===== src/cfs_pkg.sv =====
// package for the cpu flags and stack register block: field positions, reset values,
// operation codes and stack sequence lengths shared by the core and its helpers.
// assumes a single clock domain (mclk) and an asynchronous active-low reset.
// Operation
// - The program counter is 16 bits wide and holds the next instruction address as a low and a high byte.
// - The condition flags register is 8 bits, its top three bits always read one and it resets to 111x1xxx.
// - Add and add-with-carry set the half-carry flag on a carry from bit 3 into bit 4 and clear it otherwise.
// - Interrupt entry sets the mask flag, software may set or clear it, and a set mask blocks all but the trap.
// - A request arriving while masked is held pending and serviced once the mask is cleared.
// - Return from interrupt clears the mask, and a mask cleared inside a handler lets pending requests in.
// - After every arithmetic, logic or data operation the negative flag takes bit 7 of the result.
// - After every arithmetic, logic or data operation the zero flag shows whether the result is zero.
// - Carry shows overflow or underflow, has its own set and clear operations, and follows bit tests, shifts and rotates.
// - The 16-bit stack pointer addresses the next free byte, is decremented after a push and incremented before a pop.
// - The upper pointer bits are fixed for a 256-byte stack and reset or the stack reset operation loads 01FFh.
// - The pointer wraps silently from the lower limit to the upper limit and back on underflow.
// - Interrupt entry writes the program counter low byte first at the pointer and the other bytes below it.
// - A call uses exactly two stack bytes and an interrupt context save exactly five.
// - The low byte of the stack pointer can be read and loaded directly.
// - The automatic context save and restore never touch the second index register.
package cfs_pkg;
   // condition flag bit positions
   localparam int CC_H_BIT = 4;
   localparam int CC_I_BIT = 3;
   localparam int CC_N_BIT = 2;
   localparam int CC_Z_BIT = 1;
   localparam int CC_C_BIT = 0;
   localparam logic [7:0] CC_FIXED_ONES = 8'hE0;
   // unknown reset bits are chosen as zero
   localparam logic [7:0] CC_RESET = 8'hE8;
   localparam logic [7:0] SP_HIGH_FIXED = 8'h01;
   localparam logic [7:0] SP_LOW_RESET = 8'hFF;
   localparam logic [15:0] SP_RESET = 16'h01FF;
   localparam logic [15:0] PC_RESET = 16'h0000;
   localparam logic [7:0] RESULT_MSB = 8'h80;
   localparam logic [2:0] CALL_BYTES = 3'h2;
   localparam logic [2:0] INT_BYTES = 3'h5;
   // context byte indices in push order
   localparam logic [2:0] CTX_ADDR_LO = 3'h0;
   localparam logic [2:0] CTX_ADDR_HI = 3'h1;
   localparam logic [2:0] CTX_X = 3'h2;
   localparam logic [2:0] CTX_A = 3'h3;
   localparam logic [2:0] CTX_CC = 3'h4;

   typedef enum logic [3:0] {
      OP_NONE, OP_FLAGS, OP_SET_OVERFLOW, OP_CLEAR_OVERFLOW, OP_SIM, OP_UNMASK, OP_TRAP,
      OP_HANDLER_RETURN, OP_CALL, OP_RET, OP_STACK_RESET, OP_LD_S, OP_PUSH, OP_PUSH_CC,
      OP_POP, OP_POP_CC
   } cfs_op_t;

   // which flags an operation touches
   typedef enum logic [2:0] {
      FL_NONE, FL_LOGIC, FL_ADD, FL_ARITH, FL_SHIFT, FL_BTJ
   } cfs_fl_t;
endpackage


===== src/cfs_stk_if.sv =====
// interface between the register core and the stack pointer unit.
// assumes both ends run on mclk; all signals are plain levels sampled each cycle.
interface cfs_stk_if;
   logic push;
   logic pop;
   logic rst_op;
   logic ld_low;
   logic [7:0] ld_data;
   logic [15:0] sp;
   logic [15:0] addr;
   modport ctl (output push, output pop, output rst_op, output ld_low, output ld_data,
                input sp, input addr);
   modport core (input push, input pop, input rst_op, input ld_low, input ld_data,
                 output sp, output addr);
endinterface


===== src/cfs_cpu_regs.sv =====
// cpu state registers: program counter, condition flags, stack pointer and the
// interrupt context save and restore sequencer.
// assumes the instruction sequencer issues one op per cycle only while busy is low,
// and the stack ram answers a read combinationally on stk_rdata.
// a stack walk holds busy high until its whole frame has moved;
// the second index register never rides on the stack.
module cfs_cpu_regs (
   input wire logic mclk,
   input wire logic rst_n,
   input wire cfs_pkg::cfs_op_t op,
   input wire cfs_pkg::cfs_fl_t fl_kind,
   input wire logic [7:0] alu_result,
   input wire logic alu_carry,
   input wire logic alu_half,
   input wire logic [7:0] push_data,
   input wire logic [7:0] ld_s_data,
   input wire logic jump_en,
   input wire logic [15:0] jump_addr,
   input wire logic pc_inc,
   input wire logic [15:0] int_vector,
   input wire logic irq_req,
   input wire logic [7:0] reg_a,
   input wire logic [7:0] reg_x,
   input wire logic [7:0] stk_rdata,
   output logic [15:0] program_counter,
   output logic [7:0] next_addr_low_byte,
   output logic [7:0] next_addr_high_byte,
   output logic [7:0] condition_flags,
   output logic [15:0] stack_pointer,
   output logic busy,
   output logic irq_pending,
   output logic irq_ack,
   output logic [7:0] pop_data,
   output logic pop_valid,
   output logic [7:0] ctx_a,
   output logic [7:0] ctx_x,
   output logic ctx_valid,
   output logic [15:0] stk_addr,
   output logic stk_we,
   output logic [7:0] stk_wdata
);
   import cfs_pkg::*;

   typedef enum logic [2:0] {
      ST_IDLE, ST_INT, ST_HRETURN, ST_CALL, ST_RET
   } cfs_state_t;

   typedef struct packed {
      cfs_state_t st;
      logic [2:0] step;
      logic [15:0] pc;
      logic [15:0] tgt;
      logic [7:0] cc;
      logic pend;
      logic ack;
      logic [7:0] pop_byte;
      logic pop_valid;
      logic [7:0] a;
      logic [7:0] x;
      logic ctx_valid;
   } cfs_regs_t;

   cfs_regs_t s;
   cfs_regs_t next_s;

   cfs_stk_if stk ();

   logic [7:0] flag_cc;
   logic push_c;
   logic pop_c;
   logic rsp_c;
   logic lds_c;
   logic [7:0] wdata_c;
   logic walk_last;

   // context byte for a push-order index; the second index register has no slot
   function automatic logic [7:0] ctx_byte(input logic [2:0] idx, input logic [15:0] pc,
                                           input logic [7:0] x, input logic [7:0] a,
                                           input logic [7:0] cc);
      logic [7:0] b;
      b = 8'h00;
      case (idx)
         CTX_ADDR_LO: b = pc[7:0];
         CTX_ADDR_HI: b = pc[15:8];
         CTX_X: b = x;
         CTX_A: b = a;
         CTX_CC: b = cc;
         default: b = 8'h00;
      endcase
      return b;
   endfunction

   // every whole-byte write to the flags goes through here so the top three bits stay set
   function automatic logic [7:0] cc_fix(input logic [7:0] v);
      return v | CC_FIXED_ONES;
   endfunction

   // last step of a stack walk: five bytes for an interrupt frame, two for a call
   function automatic logic [2:0] last_step(input cfs_state_t st);
      logic [2:0] n;
      n = CALL_BYTES;
      if (st == ST_INT || st == ST_HRETURN) begin
         n = INT_BYTES;
      end
      return n - 3'h1;
   endfunction

   cfs_flag_unit u_flags (
      .cc(s.cc),
      .kind(fl_kind),
      .result(alu_result),
      .carry(alu_carry),
      .half(alu_half),
      .next_cc(flag_cc)
   );

   cfs_stack_ptr u_stack (
      .mclk(mclk),
      .rst_n(rst_n),
      .stk(stk.core)
   );

   // stack controls go to the pointer unit the same cycle they are decided
   assign stk.push = push_c;
   assign stk.pop = pop_c;
   assign stk.rst_op = rsp_c;
   assign stk.ld_low = lds_c;
   assign stk.ld_data = ld_s_data;

   // one compare shared by the push and the pop walks
   assign walk_last = (s.step == last_step(s.st));

   // main sequencer: single-cycle ops in idle, multi-byte stack walks in the other states
   always_comb begin
      next_s = s;
      next_s.ack = 1'b0;
      next_s.pop_valid = 1'b0;
      next_s.ctx_valid = 1'b0;
      push_c = 1'b0;
      pop_c = 1'b0;
      rsp_c = 1'b0;
      lds_c = 1'b0;
      wdata_c = 8'h00;
      case (s.st)
         ST_IDLE: begin
            // a jump wins over the increment
            if (jump_en) begin
               next_s.pc = jump_addr;
            end else if (pc_inc) begin
               next_s.pc = s.pc + 16'h0001;
            end
            case (op)
               OP_FLAGS: begin
                  next_s.cc = cc_fix(flag_cc);
               end
               OP_SET_OVERFLOW: begin
                  // carry controls bypass the flag unit
                  next_s.cc[CC_C_BIT] = 1'b1;
               end
               OP_CLEAR_OVERFLOW: begin
                  next_s.cc[CC_C_BIT] = 1'b0;
               end
               OP_SIM: begin
                  next_s.cc[CC_I_BIT] = 1'b1;
               end
               OP_UNMASK: begin
                  next_s.cc[CC_I_BIT] = 1'b0;
               end
               OP_TRAP: begin
                  // the trap ignores the mask and does not consume a pending request
                  next_s.st = ST_INT;
                  next_s.step = 3'h0;
                  next_s.tgt = int_vector;
                  next_s.ack = 1'b1;
               end
               OP_HANDLER_RETURN: begin
                  // the mask is forced clear at the end of the walk
                  next_s.st = ST_HRETURN;
                  next_s.step = 3'h0;
               end
               OP_CALL: begin
                  // return address is the pc as it stands, the target waits in tgt
                  next_s.st = ST_CALL;
                  next_s.step = 3'h0;
                  next_s.tgt = jump_addr;
                  next_s.pc = s.pc;
               end
               OP_RET: begin
                  next_s.st = ST_RET;
                  next_s.step = 3'h0;
               end
               OP_STACK_RESET: begin
                  // the pointer unit reloads the stack top
                  rsp_c = 1'b1;
               end
               OP_LD_S: begin
                  // only the low byte moves; the high byte is fixed
                  lds_c = 1'b1;
               end
               OP_PUSH: begin
                  push_c = 1'b1;
                  wdata_c = push_data;
               end
               OP_PUSH_CC: begin
                  // flags go out as they stand, mask included
                  push_c = 1'b1;
                  wdata_c = s.cc;
               end
               OP_POP: begin
                  // the ram read is combinational, so the byte is taken this edge
                  pop_c = 1'b1;
                  next_s.pop_byte = stk_rdata;
                  next_s.pop_valid = 1'b1;
               end
               OP_POP_CC: begin
                  pop_c = 1'b1;
                  next_s.cc = cc_fix(stk_rdata);
               end
               default: begin
                  // between instructions a pending request is taken only while unmasked
                  if (s.pend && !s.cc[CC_I_BIT]) begin
                     next_s.st = ST_INT;
                     next_s.step = 3'h0;
                     next_s.tgt = int_vector;
                     next_s.pend = 1'b0;
                     next_s.ack = 1'b1;
                  end
               end
            endcase
         end
         ST_INT, ST_CALL: begin
            // push in context order, pc low first at the current pointer
            push_c = 1'b1;
            wdata_c = ctx_byte(s.step, s.pc, reg_x, reg_a, s.cc);
            if (walk_last) begin
               next_s.st = ST_IDLE;
               next_s.pc = s.tgt;
               // the mask is set only after the flags byte has gone out
               if (s.st == ST_INT) begin
                  next_s.cc[CC_I_BIT] = 1'b1;
               end
            end else begin
               next_s.step = s.step + 3'h1;
            end
         end
         ST_HRETURN, ST_RET: begin
            // reverse order: the last byte pushed comes back first
            // a call frame holds only the address bytes, so its index starts lower
            pop_c = 1'b1;
            case (last_step(s.st) - s.step)
               CTX_ADDR_LO: begin
                  next_s.pc[7:0] = stk_rdata;
               end
               CTX_ADDR_HI: begin
                  next_s.pc[15:8] = stk_rdata;
               end
               CTX_X: begin
                  next_s.x = stk_rdata;
               end
               CTX_A: begin
                  next_s.a = stk_rdata;
               end
               CTX_CC: begin
                  // top bits come back set whatever the stack held
                  next_s.cc = cc_fix(stk_rdata);
               end
               default: begin
                  next_s.x = s.x;
               end
            endcase
            if (walk_last) begin
               next_s.st = ST_IDLE;
               if (s.st == ST_HRETURN) begin
                  // restored flags are taken but the mask always leaves clear
                  next_s.cc[CC_I_BIT] = 1'b0;
                  next_s.ctx_valid = 1'b1;
               end
            end else begin
               next_s.step = s.step + 3'h1;
            end
         end
         default: begin
            next_s.st = ST_IDLE;
         end
      endcase
      // a request in the same cycle as a take is kept, set wins over clear
      if (irq_req) begin
         next_s.pend = 1'b1;
      end
   end

   always_ff @(posedge mclk or negedge rst_n) begin
      if (!rst_n) begin
         s <= '{
            st: ST_IDLE,
            step: 3'h0,
            pc: PC_RESET,
            tgt: PC_RESET,
            cc: CC_RESET,
            pend: 1'b0,
            ack: 1'b0,
            pop_byte: 8'h00,
            pop_valid: 1'b0,
            a: 8'h00,
            x: 8'h00,
            ctx_valid: 1'b0
         };
      end else begin
         s <= next_s;
      end
   end

   // outputs straight from the state copy; stack port follows the pointer unit
   assign program_counter = s.pc;
   assign next_addr_low_byte = s.pc[7:0];
   assign next_addr_high_byte = s.pc[15:8];

   // architectural registers
   assign condition_flags = s.cc;
   assign stack_pointer = stk.sp;

   // status and one-cycle pulses, all from flops
   assign busy = (s.st != ST_IDLE);
   assign irq_pending = s.pend;
   assign irq_ack = s.ack;
   assign pop_data = s.pop_byte;
   assign pop_valid = s.pop_valid;
   assign ctx_a = s.a;
   assign ctx_x = s.x;
   assign ctx_valid = s.ctx_valid;

   // ram port stays combinational so a push lands on the deciding edge
   assign stk_addr = stk.addr;
   assign stk_we = push_c;
   assign stk_wdata = wdata_c;
endmodule


===== src/cfs_flag_unit.sv =====
// flag update unit: computes the next condition flags from an operation result.
// assumes the datapath presents result, carry and half-carry in the same cycle as the kind.
module cfs_flag_unit (
   input wire logic [7:0] cc,
   input wire cfs_pkg::cfs_fl_t kind,
   input wire logic [7:0] result,
   input wire logic carry,
   input wire logic half,
   output logic [7:0] next_cc
);
   import cfs_pkg::*;

   // each class touches only its own flags; the mask is never changed here
   always_comb begin
      next_cc = cc | CC_FIXED_ONES;
      if (kind == FL_LOGIC || kind == FL_ADD || kind == FL_ARITH || kind == FL_SHIFT) begin
         next_cc[CC_N_BIT] = result[7];
         next_cc[CC_Z_BIT] = (result == 8'h00);
      end
      if (kind == FL_ADD || kind == FL_ARITH || kind == FL_SHIFT || kind == FL_BTJ) begin
         next_cc[CC_C_BIT] = carry;
      end
      if (kind == FL_ADD) begin
         next_cc[CC_H_BIT] = half;
      end
   end
endmodule


===== src/cfs_stack_ptr.sv =====
// stack pointer unit: 256-byte stack with a fixed upper byte.
// assumes at most one of push, pop, rst_op, ld_low per cycle; priority resolves any overlap.
module cfs_stack_ptr (
   input wire logic mclk,
   input wire logic rst_n,
   cfs_stk_if.core stk
);
   import cfs_pkg::*;

   typedef struct packed {
      logic [7:0] low;
   } cfs_sp_state_t;

   cfs_sp_state_t s;
   cfs_sp_state_t next_s;

   // only the low byte moves; eight-bit arithmetic gives the silent wrap
   always_comb begin
      next_s = s;
      if (stk.rst_op) begin
         next_s.low = SP_LOW_RESET;
      end else if (stk.ld_low) begin
         next_s.low = stk.ld_data;
      end else if (stk.push) begin
         next_s.low = s.low - 8'h01;
      end else if (stk.pop) begin
         next_s.low = s.low + 8'h01;
      end
   end

   always_ff @(posedge mclk or negedge rst_n) begin
      if (!rst_n) begin
         s <= '{low: SP_LOW_RESET};
      end else begin
         s <= next_s;
      end
   end

   // pop reads one above the pointer since the pointer sits on the free byte
   assign stk.sp = {SP_HIGH_FIXED, s.low};
   assign stk.addr = stk.pop ? {SP_HIGH_FIXED, s.low + 8'h01} : {SP_HIGH_FIXED, s.low};
endmodule


===== config.mk =====
export PLATFORM = sky130hd
export DESIGN_NAME = cfs_cpu_regs
export DESIGN_NICKNAME = d
export VERILOG_FILES = /design/src/cfs_pkg.sv /design/src/cfs_stk_if.sv /design/src/cfs_cpu_regs.sv /design/src/cfs_flag_unit.sv /design/src/cfs_stack_ptr.sv
export SDC_FILE = /design/constraint.sdc
export NUM_CORES = 1
export LEC_CHECK = 0
export BUFFER_PORTS_ARGS = -buffer_cell sky130_fd_sc_hd__buf_4
export CAP_MARGIN = 15
export CORE_MARGIN = 4
export CORE_UTILIZATION = 40
export CTS_CLUSTER_DIAMETER = 200
export DETAILED_ROUTE_END_ITERATION = 12
export GPL_TIMING_DRIVEN = 0
export PLACE_DENSITY = 0.67
export REMOVE_ABC_BUFFERS = 1
export SLEW_MARGIN = 10
export SYNTH_ARGS = -nofsm -noshare
export SYNTH_HDL_FRONTEND = slang
export SYNTH_SLANG_ARGS = --single-unit

===== constraint.sdc =====
create_clock -name mclk -period 5.75 [get_ports mclk]
set_clock_uncertainty 0.1 [all_clocks]
set_input_delay 0.575 -clock mclk [delete_from_list [all_inputs] [get_ports mclk]]
set_output_delay 0.575 -clock mclk [all_outputs]
set_load 0.02 [all_outputs]

=== Word level (Yosys, flattened, before mapping) ===
Cells that the tools add are included.
Widths: inputs -> output; s select.

* Logic and storage cells: 175
* Output and inout bits: 110
* Bits of input ports: 94
* Register bits: 82

* Reductions and logical operators: 43
* Add/subtract/negate cells: 7
* Multiplexer cells: 56
* Bitwise operators: 1
* Eq/ne operators: 50

{| class="wikitable"
|+ Operators by type and width
! kind !! number
|-
| $mux 16 || 5
|-
| $mux 8 || 8
|-
| $pmux 19 s3 || 1
|-
| $pmux 16 s3 || 1
|-
| $pmux 8 s5 || 1
|-
| $eq 4x4->1 const B || 8
|-
| $pmux 8 s2 || 2
|-
| $pmux 6 s5 || 1
|-
| $eq 3x2->1 const B || 8
|-
| $mux 1 || 17
|-
| $add 16x1->16 const B || 1
|-
| $eq 4x3->1 const B || 4
|-
| $pmux 4 s2 || 2
|-
| $reduce_and 4->1 || 4
|-
| $eq 3x3->1 const B || 5
|-
| $reduce_and 3->1 || 5
|-
| $reduce_or 15->1 || 1
|-
| $reduce_or 14->1 || 1
|-
| $reduce_or 13->1 || 1
|-
| $eq 3x1->1 const B || 4
|-
| $mux 3 || 4
|-
| $pmux 3 s2 || 2
|-
| $mux 11 || 1
|-
| $reduce_or 11->1 || 1
|-
| 36 further kinds || 69
|}

=== Logic depth before layout (Yosys ltp) ===
Gate-level depths: netlist of run 1.

* Depth after elaboration: 11
* Gate-level depth with buffers: 14
* Mapped depth without buffers: 9

=== By module ===
A second synthesis of run 1 with hierarchy kept.

* Cell total of the unflattened synthesis: 767
* Area total of the unflattened synthesis: 6,795.3 sq um

{| class="wikitable"
|+ Modules (own cells, without submodules)
! module !! cells each !! seq. area each (sq um) !! area each (sq um) !! times used
|-
| cfs_cpu_regs || 647 || 1,804.2 || 5,808.1 || 1
|-
| cfs_stack_ptr || 102 || 210.2 || 847.1 || 1
|-
| cfs_flag_unit || 18 || 0.0 || 140.1 || 1
|}

=== Worst setup path after synthesis of run 1 ===
No wires, ideal clock.

* Path type: register -> register
* Start point: register s[73] in the netlist's numbering
* End point: register s (netlist bit program_counter[1])
* Path slack: 1,959 ps
* Setup time: 125 ps
* Stages on the path, launching flop included: 15
* Required time: 5,525 ps
* Path buffers: 6
* Clock period less this slack: 3,791 ps
* Arrival time: 3,566 ps
* Path through: dfrtp_1 buf_2 clkbuf_1 clkbuf_1 buf_2 nor2_1 ha_1 fa_1 or2_2 clkbuf_1 o21ai_0 a21oi_1 or2_1 buf_2 mux2_2

* Word-level cells in the longest chain between the ends: 9
* Elaborated cells on any way between the ends: 22
* Those cells by class: add/sub (3); eq/ne (9); mux (3); reduce/logical (7)

{| class="wikitable"
|+ Ends and longest elaborated chain
! element !! RTL line !! source
|-
| from (decl) || cfs_cpu_regs.sv:63 || <nowiki>cfs_regs_t s;</nowiki>
|-
| from (signal assigned) || cfs_cpu_regs.sv:294 || <nowiki>s <= '{</nowiki>
|-
| from (signal assigned) || cfs_cpu_regs.sv:309 || <nowiki>s <= next_s;</nowiki>
|-
| $eq 3x1->1 or $eq 3x2->1 (tied branches) || cfs_cpu_regs.sv:102, cfs_cpu_regs.sv:144 ||
|-
| $logic_or 1x1->1 || cfs_cpu_regs.sv:102 || <nowiki>if (st == ST_INT || st == ST_HRETURN) begin</nowiki>
|-
| $mux 3 || cfs_cpu_regs.sv:102 ||
|-
| $mux 3 || cfs_cpu_regs.sv:144 || <nowiki>case (s.st)</nowiki>
|-
| $sub 3x1->3 || cfs_cpu_regs.sv:105 || <nowiki>return n - 3'h1;</nowiki>
|-
| $sub 3x3->3 || cfs_cpu_regs.sv:250 || <nowiki>case (last_step(s.st) - s.step)</nowiki>
|-
| $logic_not 3->1 || cfs_cpu_regs.sv:250 ||
|-
| $ne 2x1->1 (no line) || -- ||
|-
| $reduce_and 5->1 (no line) || -- ||
|}

Parallel ways exist; a longest one is shown, timed or not. The select of a mux whose other input is x is not followed.
A chain may end at the register's enable or synchronous reset.

=== Worst setup path in the final report of run 1 ===
* Start point: register s[71] in the netlist's numbering
* End point: register s (netlist bit program_counter[5])

The elaborated chain is that of the path after synthesis.

==> results of run 1 <==
[state kept, by name, summed over array words and instances (netlist names)]
signal	cells
u_stack.s	8
irq_ack	1
irq_pending	1
condition_flags	6
s	22
program_counter	16
ctx_a	8
ctx_valid	1
pop_valid	1
pop_data	8
ctx_x	8
[through the flow]
stage | TNS, ps | power (mW)
after floorplan | 0 | 2.97
after global placement | -14620 | 4.01
after detailed placement | 0 | 4.05
after CTS | 0 | 4.73
after global routing | 0 | 5.09
final | 0 | 4.74
[how the worst max path moves through the flow]
stage / startpoint / endpoint / slack, ps / cells after the start
3_3_place_gp: op[0] / program_counter[5] / -1060 / 6
6_report: s[71] / program_counter[5] / 1670 / 9
3_5_place_dp: s[72] / program_counter[5] / 1470 / 9
4_1_cts: s[72] / program_counter[5] / 1470 / 9
5_1_grt: s[71] / program_counter[1] / 1420 / 9
2_1_floorplan: op[1] / program_counter[1] / 850 / 5
[power breakdown]
| part | internal, mW | switching (mW) |
|---|---|---|
| sequential | 0.860 | 0.409 |
| clock | 0.390 | 0.263 |
| combinational | 1.23 | 1.59 |
| total | 2.48 | 2.27 |
[worst register-to-register path: stages, from the launching register on]
cell,delay (ps)
sky130_fd_sc_hd__dfrtp_2,890
sky130_fd_sc_hd__xnor2_1,310
sky130_fd_sc_hd__nor2_1,110
sky130_fd_sc_hd__ha_1,200
sky130_fd_sc_hd__fa_1,410
sky130_fd_sc_hd__xor2_1,370
sky130_fd_sc_hd__o21ai_0,160
sky130_fd_sc_hd__a21oi_1,610
sky130_fd_sc_hd__or2_1,430
sky130_fd_sc_hd__mux2_2,390
[metal layers]
metal,vias up,part of all wire
li1,2903,-
met1,2957,0.43
met2,297,0.45
met3,31,0.10
met4,0,0.019
met5,-,0
[logic make-up (layout without fill, tap and decap cells)]
logic type               after synthesis  count (layout)  share of synthesized area
AND/OR/NAND/NOR                      203             203                      0.161
XOR/XNOR                              16              16                     0.0213
AO/OA/AOI/OAI                        232             232                      0.240
other                                  2              16                    0.00114
flip-flops                            80              80                      0.306
buffers and inverters                154             233                      0.138
multiplexers                          66              66                      0.112
adder cells (fa/ha/maj)               10              10                     0.0202
[cell usage after synthesis (4+ instances only)]
library cell and count:
sky130_fd_sc_hd__o31ai_1 10, sky130_fd_sc_hd__dfrtp_1 70, sky130_fd_sc_hd__buf_1 8, sky130_fd_sc_hd__a221oi_1 6, sky130_fd_sc_hd__nor2b_1 7, sky130_fd_sc_hd__inv_1 22
sky130_fd_sc_hd__a21boi_0 9, sky130_fd_sc_hd__a21oi_1 58, sky130_fd_sc_hd__buf_4 82, sky130_fd_sc_hd__nor4_1 10, sky130_fd_sc_hd__or2_2 6, sky130_fd_sc_hd__dfstp_2 10
sky130_fd_sc_hd__o21ai_0 47, sky130_fd_sc_hd__a311o_1 4, sky130_fd_sc_hd__nand3b_1 6, sky130_fd_sc_hd__a222oi_1 9, sky130_fd_sc_hd__xor2_1 9, sky130_fd_sc_hd__nand2b_1 6
sky130_fd_sc_hd__xnor2_1 7, sky130_fd_sc_hd__o211ai_1 5, sky130_fd_sc_hd__clkbuf_1 25, sky130_fd_sc_hd__o22ai_1 13, sky130_fd_sc_hd__buf_2 14, sky130_fd_sc_hd__a221o_1 5
sky130_fd_sc_hd__o21a_1 8, sky130_fd_sc_hd__nand2_1 43, sky130_fd_sc_hd__a211oi_1 6, sky130_fd_sc_hd__nor2_1 48, sky130_fd_sc_hd__nand3_1 21, sky130_fd_sc_hd__mux2_4 8
sky130_fd_sc_hd__or3_1 11, sky130_fd_sc_hd__a21o_1 7, sky130_fd_sc_hd__nor3_1 13, sky130_fd_sc_hd__mux2i_1 31, sky130_fd_sc_hd__a31oi_1 7, sky130_fd_sc_hd__ha_1 9
sky130_fd_sc_hd__nand4_1 7, sky130_fd_sc_hd__mux2_2 27
[area by class of cell]
| class | count | area, µm² |
|---|---|---|
| clock buffers | 9 | 225 |
| repair buffers | 193 | 1490 |
| well taps | 216 | 270 |
| fillers | 1523 | 8070 |
| multi-input cells | 543 | 3730 |
| clock inverters | 7 | 106 |
| flip-flops and latches | 80 | 2020 |
| inverters | 24 | 90.1 |
==> results.py, run 1 <==
metrics = {
    "yosys": {
        "yosys-top-cells-area": "sky130_fd_sc_hd__dfrtp_1, sky130_fd_sc_hd__buf_4, sky130_fd_sc_hd__mux2i_1, sky130_fd_sc_hd__mux2_2, sky130_fd_sc_hd__a21oi_1",
        "async_flop_share": 1.00,
        "ys.warnings.count": 0,
        "synth-seq-cells": 80,
        "synth_edf_count": 0,
        "count_of_distinct_cell_types_in_the_synthesized_netlist": 83,
        "synth_area_um2": 6580,
        "portion_of_synthesized_cell_area_occupied_by_the_leading_cell_type": 0.266,
        "netlist_instances": 763,
        "post-synth-top-area-cell": "sky130_fd_sc_hd__dfrtp_1",
        "postSynth.topFlopCell": "sky130_fd_sc_hd__dfrtp_1",
        "synth_seq_area_share": 0.306,
        "syn_area_per_cell_um2": 8.63,
    },
    "min_path": {
        "min_delay_worst_type": "in2async",
    },
    "sta": {
        "finalCritPeriodShare": 0.710,
        "timing_hold_violations_final": 0,
        "relSlewSlack": 0.298,
        "worst_slack_ps": 1670,
        "rsz0062_at_grt": "false",
        "final.hold.worst_slack_ps": 300,
        "worst_pin_slew_ps": 1050,
        "final_critical_path_time_including_i_o_delays_and_setup_ps": 4080,
        "maxSlewViolCount": 0,
        "timing.fmax_mhz": 245,
        "final-setup-viol-count": 0,
    },
    "floorplanning": {
        "num_rows": 46,
        "overall_die_height_um": 136,
        "dieWidth_um": 136,
        "fp.dieArea_um2": 18600,
        "start_util": 0.411,
        "core_area_um2": 16000,
        "io-pin-count": 204,
    },
    "finish": {
        "ant_diodes": 0,
        "post_route_cells_drive_above_1_share": 0.324,
        "areaGrowthSynthToFinish_pct": 20.5,
        "most_frequent_standard_cell_in_the_layout_excluding_fill_and_tap_cells": "sky130_fd_sc_hd__buf_4",
        "finalCoreUtilization": 0.496,
        "stdcell_area_um2": 7930,
        "finalNonFillerCells": 1072,
        "highest_count_cells_in_the_layout_ignoring_fill_and_taps": "sky130_fd_sc_hd__buf_4, sky130_fd_sc_hd__dfrtp_1, sky130_fd_sc_hd__a21oi_1, sky130_fd_sc_hd__nor2_1, sky130_fd_sc_hd__o21ai_0",
        "layout.nets": 955,
    },
    "power": {
        "cellPowerDensity_nw_per_um2": 598,
        "ir_worst_vdd_mv": 0.336,
        "p_leak_nw": 3.41,
    },
    "clock_network": {
        "cts_max_path_buffers": 2,
        "cts.root.buffer_cell": "sky130_fd_sc_hd__clkbuf_16",
        "numClockSinks": 80,
        "postCtsHoldBufs": 0,
        "post_cts.resized_instances": 0,
        "clock_network_latency_to_the_later_pin_of_the_worst_skew_pair_ps": 350,
        "h_tree_levels": 3,
        "cts.reportedPaths.clkPinSlew_ps": 70,
        "setup_fix_bufs_post_cts": 0,
        "cts-buffers-inserted": 9,
        "tritoncts_clock_tree": "yes",
    },
    "worst_setup_path": {
        "cp_top_family": "flip-flops",
        "minimum_setup_slack_among_reg_to_reg_paths_ps": 1670,
        "required_time_reported_for_the_critical_path_endpoint_ps": 5890,
        "critical_path_class": "reg2reg",
        "crit_chain": "xnor2_1 > nor2_1 > ha_1 > fa_1 > xor2_1 > o21ai_0 > a21oi_1 > or2_1 > mux2_2",
        "worst-endpoint-arrival_ps": 4230,
        "worstPathBufferInverterCount": 0,
        "critical_path.startpoint_type": "register",
        "timing.critical_path.fanout_max": 42,
        "largest_stage_delay_worst_path_ps": 890,
        "worst_setup_path_end_kind": "register",
        "regToRegEndpoint": "program_counter[5]",
        "cp_slowest_cell": "sky130_fd_sc_hd__dfrtp_2",
        "worstReg2RegStart": "s[71]",
        "ff2ff_path_depth": 9,
    },
    "global_routing": {
        "met3_usage": 0.0592,
        "use_met1": 0.307,
        "grt_max_degree": 81,
        "grt_pass1_vias": 6016,
        "grt_remaining_overflow": 0,
        "grt_busiest_layer": "met2",
        "grt.total_usage": 0.220,
        "antenna_found_initial": 0,
        "use_met2": 0.333,
        "first_pass_grt_wire_length_um": 32300,
    },
    "detailed_routing": {
        "routed_wire_length_per_instance_um": 19.4,
        "drt-vias-per-instance": 5.77,
        "remaining_drc_errors": 0,
        "wirelength_um": 20800,
        "first_pass_iters": 6,
        "postRouteAntennaNets": 0,
        "vias_after_detailed_routing": 6188,
        "drt_iter0_drc": 670,
    },
    "place": {
        "placed_cell_area_um2": 7570,
        "finalWeightedCongestion": 0.915,
        "placed_cells": 1055,
        "port_buffers": 187,
        "post-dp-hpwl_um": 15200,
        "pre_cts_ws_ps": 1470,
    },
    "run": {
        "max_cap_violations": 0,
    },
    "run_status": {
        "status": "finished clean",
    },
}
Power figures use the tool's default switching activity.
==> run 2, diff against run 1 <==
Clock period 5.75 ns to 4 ns, I/O delays scaled along.
==> run 2 against run 1 <==
Net effect:
- critical path depth unchanged
- via count down 0.39%
- core utilization down 0.078 points
- clock power up 44%
- worst hold slack worse by 170 ps
- highest routed layer unchanged
- first-iteration DRC count down 13%
- critical path type unchanged
==> results.py, run 2 (synthesized netlist as in run 1, its figures left out) <==
metrics = {
    "place": {
        "post-dp-hpwl_um": 15200,
        "port_buffers": 187,
        "finalWeightedCongestion": 0.915,
    },
    "worst_setup_path": {
        "worst_setup_path_end_kind": "register",
        "critical_path.startpoint_type": "register",
        "required_time_reported_for_the_critical_path_endpoint_ps": 4140,
        "crit_chain": "xnor2_2 > nor2_1 > ha_1 > fa_1 > xor2_1 > o21ai_0 > a21oi_2 > or2_1 > mux2_2",
        "timing.critical_path.fanout_max": 32,
        "worst-endpoint-arrival_ps": 3900,
        "critical_path_class": "reg2reg",
        "cp_slowest_cell": "sky130_fd_sc_hd__dfrtp_2",
        "largest_stage_delay_worst_path_ps": 810,
    },
    "finish": {
        "layout.nets": 954,
        "number_of_flip_flops_in_the_largest_register": 22,
        "post_route_cells_drive_above_1_share": 0.326,
        "highest_count_cells_in_the_layout_ignoring_fill_and_taps": "sky130_fd_sc_hd__buf_4, sky130_fd_sc_hd__dfrtp_1, sky130_fd_sc_hd__a21oi_1, sky130_fd_sc_hd__nor2_1, sky130_fd_sc_hd__o21ai_0",
        "areaGrowthSynthToFinish_pct": 20.3,
        "largest_register": "s",
        "most_frequent_standard_cell_in_the_layout_excluding_fill_and_tap_cells": "sky130_fd_sc_hd__buf_4",
        "ant_diodes": 0,
    },
    "clock_network": {
        "cts-buffers-inserted": 9,
        "numClockSinks": 80,
        "tritoncts_clock_tree": "yes",
        "cts_max_path_buffers": 2,
        "cts.reportedPaths.clkPinSlew_ps": 70,
        "h_tree_levels": 3,
        "cts.root.buffer_cell": "sky130_fd_sc_hd__clkbuf_16",
        "postCtsHoldBufs": 0,
        "clock_network_latency_to_the_later_pin_of_the_worst_skew_pair_ps": 350,
    },
    "detailed_routing": {
        "vias_after_detailed_routing": 6164,
        "wirelength_um": 20800,
        "postRouteAntennaNets": 0,
        "drt-vias-per-instance": 5.76,
        "remaining_drc_errors": 0,
        "first_pass_iters": 6,
        "drt_iter0_drc": 582,
        "routed_wire_length_per_instance_um": 19.4,
    },
    "power": {
        "p_leak_nw": 3.40,
        "power.total_mw": 6.81,
        "cellPowerDensity_nw_per_um2": 860,
        "ir_worst_vdd_mv": 0.484,
    },
    "sta": {
        "final-setup-viol-count": 0,
        "final_critical_path_time_including_i_o_delays_and_setup_ps": 3760,
        "worst_pin_slew_ps": 1060,
        "timing.fmax_mhz": 266,
        "rsz0062_at_grt": "false",
        "timing_hold_violations_final": 0,
        "fin_setup_tns_ps": 0,
        "finalCritPeriodShare": 0.940,
        "maxSlewViolCount": 0,
        "relSlewSlack": 0.293,
    },
    "floorplanning": {
        "io-pin-count": 204,
        "overall_die_height_um": 136,
        "fp.dieArea_um2": 18600,
        "start_util": 0.411,
        "core_area_um2": 16000,
        "num_rows": 46,
        "dieWidth_um": 136,
    },
    "global_routing": {
        "antenna_found_initial": 0,
        "grt_max_degree": 81,
        "first_pass_grt_wire_length_um": 32300,
        "grt.total_usage": 0.220,
        "grt_pass1_vias": 6016,
        "grt_remaining_overflow": 0,
    },
    "run": {
        "max_cap_violations": 0,
    },
    "min_path": {
        "min_delay_worst_type": "in2async",
    },
    "run_status": {
        "status": "finished clean",
    },
}
-- run 2: cell count changes in the layout (fill, tap and decap cells not counted) --
cell,before,now
sky130_fd_sc_hd__a21oi_1,57,56
sky130_fd_sc_hd__a21oi_2,1,2
sky130_fd_sc_hd__buf_16,1,0
sky130_fd_sc_hd__dfrtp_1,68,67
sky130_fd_sc_hd__dfrtp_4,0,1
sky130_fd_sc_hd__xnor2_1,7,6
sky130_fd_sc_hd__xnor2_2,0,1
-- run 2: what timing repair did --
action	CTS	global route
setup buffers	0	0
setup endpoints to repair	12	9
cloned	0	0
gates resized for setup	2	2
-- run 2: worst max-delay path: cells and delay by family (launching register included) --
| kind | cells | cell delay [ps] |
|---|---|---|
| muxes | 1 | 390 |
| and+or+nand+nor | 2 | 490 |
| xor gates and xnor gates | 2 | 620 |
| DFF | 1 | 810 |
| AOI/OAI and AO/OA | 2 | 610 |
| adders and majority gates | 2 | 610 |
-- run 2: layer usage --
layer / track usage / share of wire / up-vias
li1: - / - / 2905
met1: 0.307 / 0.43 / 2930
met2: 0.333 / 0.45 / 298
met3: 0.0592 / 0.11 / 31
met4: 0.0683 / 0.019 / 0
met5: 0 / 0 / -
-- run 2: final timing paths --
check	cells after the start	start	slack, ps	end
max in group asynchronous	1	rst_n	2880	s[71]
setup / recovery	9	s[72]	240	program_counter[5]
hold reg to reg	1	ctx_a[2]	410	ctx_a[2]
hold / removal	1	rst_n	130	s[48]
setup reg to reg	9	s[72]	240	program_counter[5]
min in group mclk	2	irq_req	140	irq_pending
-- run 2: report_power, final --
group,switching [mW],internal (mW)
clock network,0.377,0.560
registers,0.618,1.24
logic,2.27,1.75
total,3.27,3.55
-- run 2: through the flow --
stage / worst slack [ps] / instance area [µm²] / cells / util / hold slack (ps)
floorplan: -727 / 5810 / 647 / - / 4.41
global placement: -2640 / 7490 / 1050 / 0.468 / 390
detailed placement: -278 / 7570 / 1055 / 0.473 / 396
CTS: 72.1 / 7910 / 1071 / 0.494 / 126
global route: 12.6 / 7920 / 1071 / 0.495 / 134
finish: 241 / 7920 / 1071 / 0.495 / 133
-- run 2: cell type report --
cell class | count | area (µm²)
clock buffers | 9 | 225
clock inverters | 7 | 106
fillers | 1524 | 8080
inverters | 24 | 90.1
multi-input cells | 543 | 3740
flip-flops and latches | 80 | 2020
well taps | 216 | 270
repair buffers | 192 | 1470
==> run 3, diff against run 2 <==
Settings changed: ABC_AREA from default to 1.
==> run 3 against run 2 <==
Net effect:
- clock power is 3.2% lower
- count of clock-buffer cells in the layout stayed put
- register-to-register slack better by 1000 ps
- combinational power is 8.2% higher
- critical path depth is 3 lower
- power is 1.4% higher
- synthesized cell count is 18% higher
- critical endpoint is now stk_addr[5]
==> results.py, run 3 <==
metrics = {
    "run_status": {
        "status": "finished clean",
    },
    "detailed_routing": {
        "drt_iter0_drc": 452,
        "wl_met1_um": 8500,
        "wirelength_um": 19300,
        "route.met2.wl_um": 8990,
        "routed_wire_length_per_instance_um": 15.7,
        "vias_after_detailed_routing": 6195,
        "remaining_drc_errors": 0,
        "drt-vias-per-instance": 5.06,
        "maxUsedRoutingLayer": "met4",
        "wl_met3_um": 1410,
        "postRouteAntennaNets": 0,
        "first_pass_iters": 6,
    },
    "floorplanning": {
        "start_util": 0.409,
        "io-pin-count": 204,
        "num_rows": 45,
        "core_area_um2": 15300,
        "fp.dieArea_um2": 17700,
        "dieWidth_um": 133,
        "overall_die_height_um": 133,
    },
    "worst_setup_path": {
        "crit_chain": "nor2_4 > inv_2 > nand3_4 > nand2_2 > o21ai_0 > buf_4",
        "required_time_reported_for_the_critical_path_endpoint_ps": 3500,
        "worstPathBufferInverterCount": 2,
        "worstSetupPathDepth": 6,
        "worst_setup_path_end_kind": "output pin",
        "cp_slowest_cell": "sky130_fd_sc_hd__nor2_4",
        "cp_top_family": "simple AND/OR/NAND/NOR gates",
        "worstReg2RegStart": "s[73]",
        "minimum_setup_slack_among_reg_to_reg_paths_ps": 1250,
        "critical_path_class": "reg2out",
        "regToRegEndpoint": "condition_flags[1]",
        "ff2ff_path_depth": 10,
        "timing.critical_path.fanout_max": 17,
        "critical_path.startpoint_type": "register",
        "largest_stage_delay_worst_path_ps": 460,
        "cp-startpoint": "s[73]",
        "worst-endpoint-arrival_ps": 2570,
    },
    "finish": {
        "finalNonFillerCells": 1224,
        "seqCellArea_um2": 2010,
        "filler_cell_count": 1580,
        "post_route_cells_drive_above_1_share": 0.248,
        "areaGrowthSynthToFinish_pct": 21.3,
        "highest_count_cells_in_the_layout_ignoring_fill_and_taps": "sky130_fd_sc_hd__nand2_1, sky130_fd_sc_hd__buf_4, sky130_fd_sc_hd__inv_1, sky130_fd_sc_hd__nand3_1, sky130_fd_sc_hd__o21ai_0",
        "most_frequent_standard_cell_in_the_layout_excluding_fill_and_tap_cells": "sky130_fd_sc_hd__nand2_1",
        "number_of_flip_flops_in_the_largest_register": 22,
        "largest_register": "s",
        "ant_diodes": 0,
        "multi_input_area_um2": 3160,
        "layout.nets": 1112,
    },
    "yosys": {
        "async_flop_share": 1.00,
        "yosysMostFrequentCell": "sky130_fd_sc_hd__nand2_1",
        "postSynth.topFlopCell": "sky130_fd_sc_hd__dfrtp_1",
        "portion_of_synthesized_cell_area_occupied_by_the_leading_cell_type": 0.281,
        "syn_area_per_cell_um2": 6.92,
        "synth_area_um2": 6240,
        "synth_seq_area_share": 0.323,
        "synth_edf_count": 0,
        "yosys-top-cells-count": "sky130_fd_sc_hd__nand2_1, sky130_fd_sc_hd__inv_1, sky130_fd_sc_hd__buf_4",
        "post-synth-top-area-cell": "sky130_fd_sc_hd__dfrtp_1",
        "synth-seq-cells": 80,
        "count_of_distinct_cell_types_in_the_synthesized_netlist": 47,
        "ys.warnings.count": 0,
        "yosys-top-cells-area": "sky130_fd_sc_hd__dfrtp_1, sky130_fd_sc_hd__nand2_1, sky130_fd_sc_hd__buf_4, sky130_fd_sc_hd__nand3_1, sky130_fd_sc_hd__o21ai_0",
        "netlist_instances": 901,
    },
    "global_routing": {
        "antenna_found_initial": 0,
        "grt_remaining_overflow": 0,
        "grt_max_degree": 81,
        "grt_pass1_vias": 5741,
        "first_pass_grt_wire_length_um": 30300,
        "grt.total_usage": 0.213,
    },
    "sta": {
        "finalCritPeriodShare": 0.767,
        "fin_setup_tns_ps": 0,
        "timing.fmax_mhz": 326,
        "worst_pin_slew_ps": 785,
        "rsz0062_at_grt": "false",
        "relSlewSlack": 0.476,
        "timing_hold_violations_final": 0,
        "final-setup-viol-count": 0,
        "final_critical_path_time_including_i_o_delays_and_setup_ps": 3070,
        "final.hold.worst_slack_ps": 133,
        "maxSlewViolCount": 0,
    },
    "place": {
        "post-dp-hpwl_um": 14600,
        "port_buffers": 187,
        "placed_cells": 1206,
        "finalWeightedCongestion": 0.918,
    },
    "min_path": {
        "holdPathEnd": "irq_pending",
        "min_delay_worst_type": "in2reg",
        "hold-path-cell-count": 2,
        "hp-start": "irq_req",
    },
    "clock_network": {
        "post_cts.resized_instances": 0,
        "clock_network_latency_to_the_later_pin_of_the_worst_skew_pair_ps": 340,
        "cts_max_path_buffers": 2,
        "cts.root.buffer_cell": "sky130_fd_sc_hd__clkbuf_16",
        "cts-buffers-inserted": 9,
        "cts.reportedPaths.clkPinSlew_ps": 60,
        "tritoncts_clock_tree": "yes",
        "h_tree_levels": 3,
        "numClockSinks": 80,
    },
    "power": {
        "cellPowerDensity_nw_per_um2": 913,
        "power.total_mw": 6.91,
        "p_leak_nw": 3.84,
        "ir_worst_vdd_mv": 0.409,
    },
    "run": {
        "max_cap_violations": 0,
    },
}
## run 3: cell types whose count changed after synthesis, moves of 27 or more
cell	delta
sky130_fd_sc_hd__nand3_1	+55
sky130_fd_sc_hd__nand2_1	+196
sky130_fd_sc_hd__inv_1	+64
sky130_fd_sc_hd__mux2_2	-27
sky130_fd_sc_hd__mux2i_1	-31
sky130_fd_sc_hd__a21oi_1	-36
## run 3: layout make-up
cell class / count / area share
inverter: 98 / 0.0488
sequential: 80 / 0.266
timing repair buffer: 189 / 0.190
clock inverter: 7 / 0.0127
tap: 211 / 0.0349
multi-input combinational: 630 / 0.417
clock buffer: 9 / 0.0298
## run 3: report_power, final
group / internal [mW] / total, mW / leakage, nW / switching [mW]
clock: 0.547 / 0.908 / 0.148 / 0.361
sequential: 1.25 / 1.65 / 0.962 / 0.405
combinational: 1.57 / 4.35 / 2.73 / 2.78
## run 3: routing by layer
metal | GRT usage | up-vias
li1 | - | 3076
met1 | 0.290 | 2884
met2 | 0.348 | 215
met3 | 0.0373 | 20
met4 | 0.0629 | 0
met5 | 0 | -
## run 3: stage by stage
stage	area, µm²	utilization	worst slack, ps
finish	7570	0.496	933
global route	7570	0.496	787
CTS	7530	0.493	922
detailed placement	7210	0.472	1010
global placement	7210	0.472	1010
floorplan	5540	-	1670
## run 3: kinds of logic (layout without fill, tap and decap cells)
| logic type | count (synthesis) | count (layout) | synth area share |
|---|---|---|---|
| buffers and inverters | 205 | 303 | 0.179 |
| and+or+nand+nor | 413 | 413 | 0.288 |
| adders and majority gates | 10 | 10 | 0.0213 |
| AOI/OAI and AO/OA | 177 | 177 | 0.168 |
| xor gates and xnor gates | 14 | 14 | 0.0197 |
| other | 2 | 16 | 0.00120 |
| DFF | 80 | 80 | 0.323 |
## run 3: worst register-to-register path, delay by kind of cell, from the launching register on
family	cells	cell delay (ps)
AOI/OAI and AO/OA	1	320
adders and majority gates	2	620
buffers and inverters	2	260
DFF	1	450
and+or+nand+nor	5	940
## run 3: worst max path at each step
stage | to | slack (ps)
global placement | program_counter[14] | 1010
global route | stk_addr[7] | 790
CTS | stk_addr[1] | 920
detailed placement | program_counter[15] | 1010
floorplan | program_counter[0] | 1670
finish | stk_addr[5] | 930
## run 3: timing repair
item / 4_1_cts / 5_1_grt
hold endpoints to repair: 0 / 22
hold buffers: 0 / 1
buffers inserted: 0 / 0
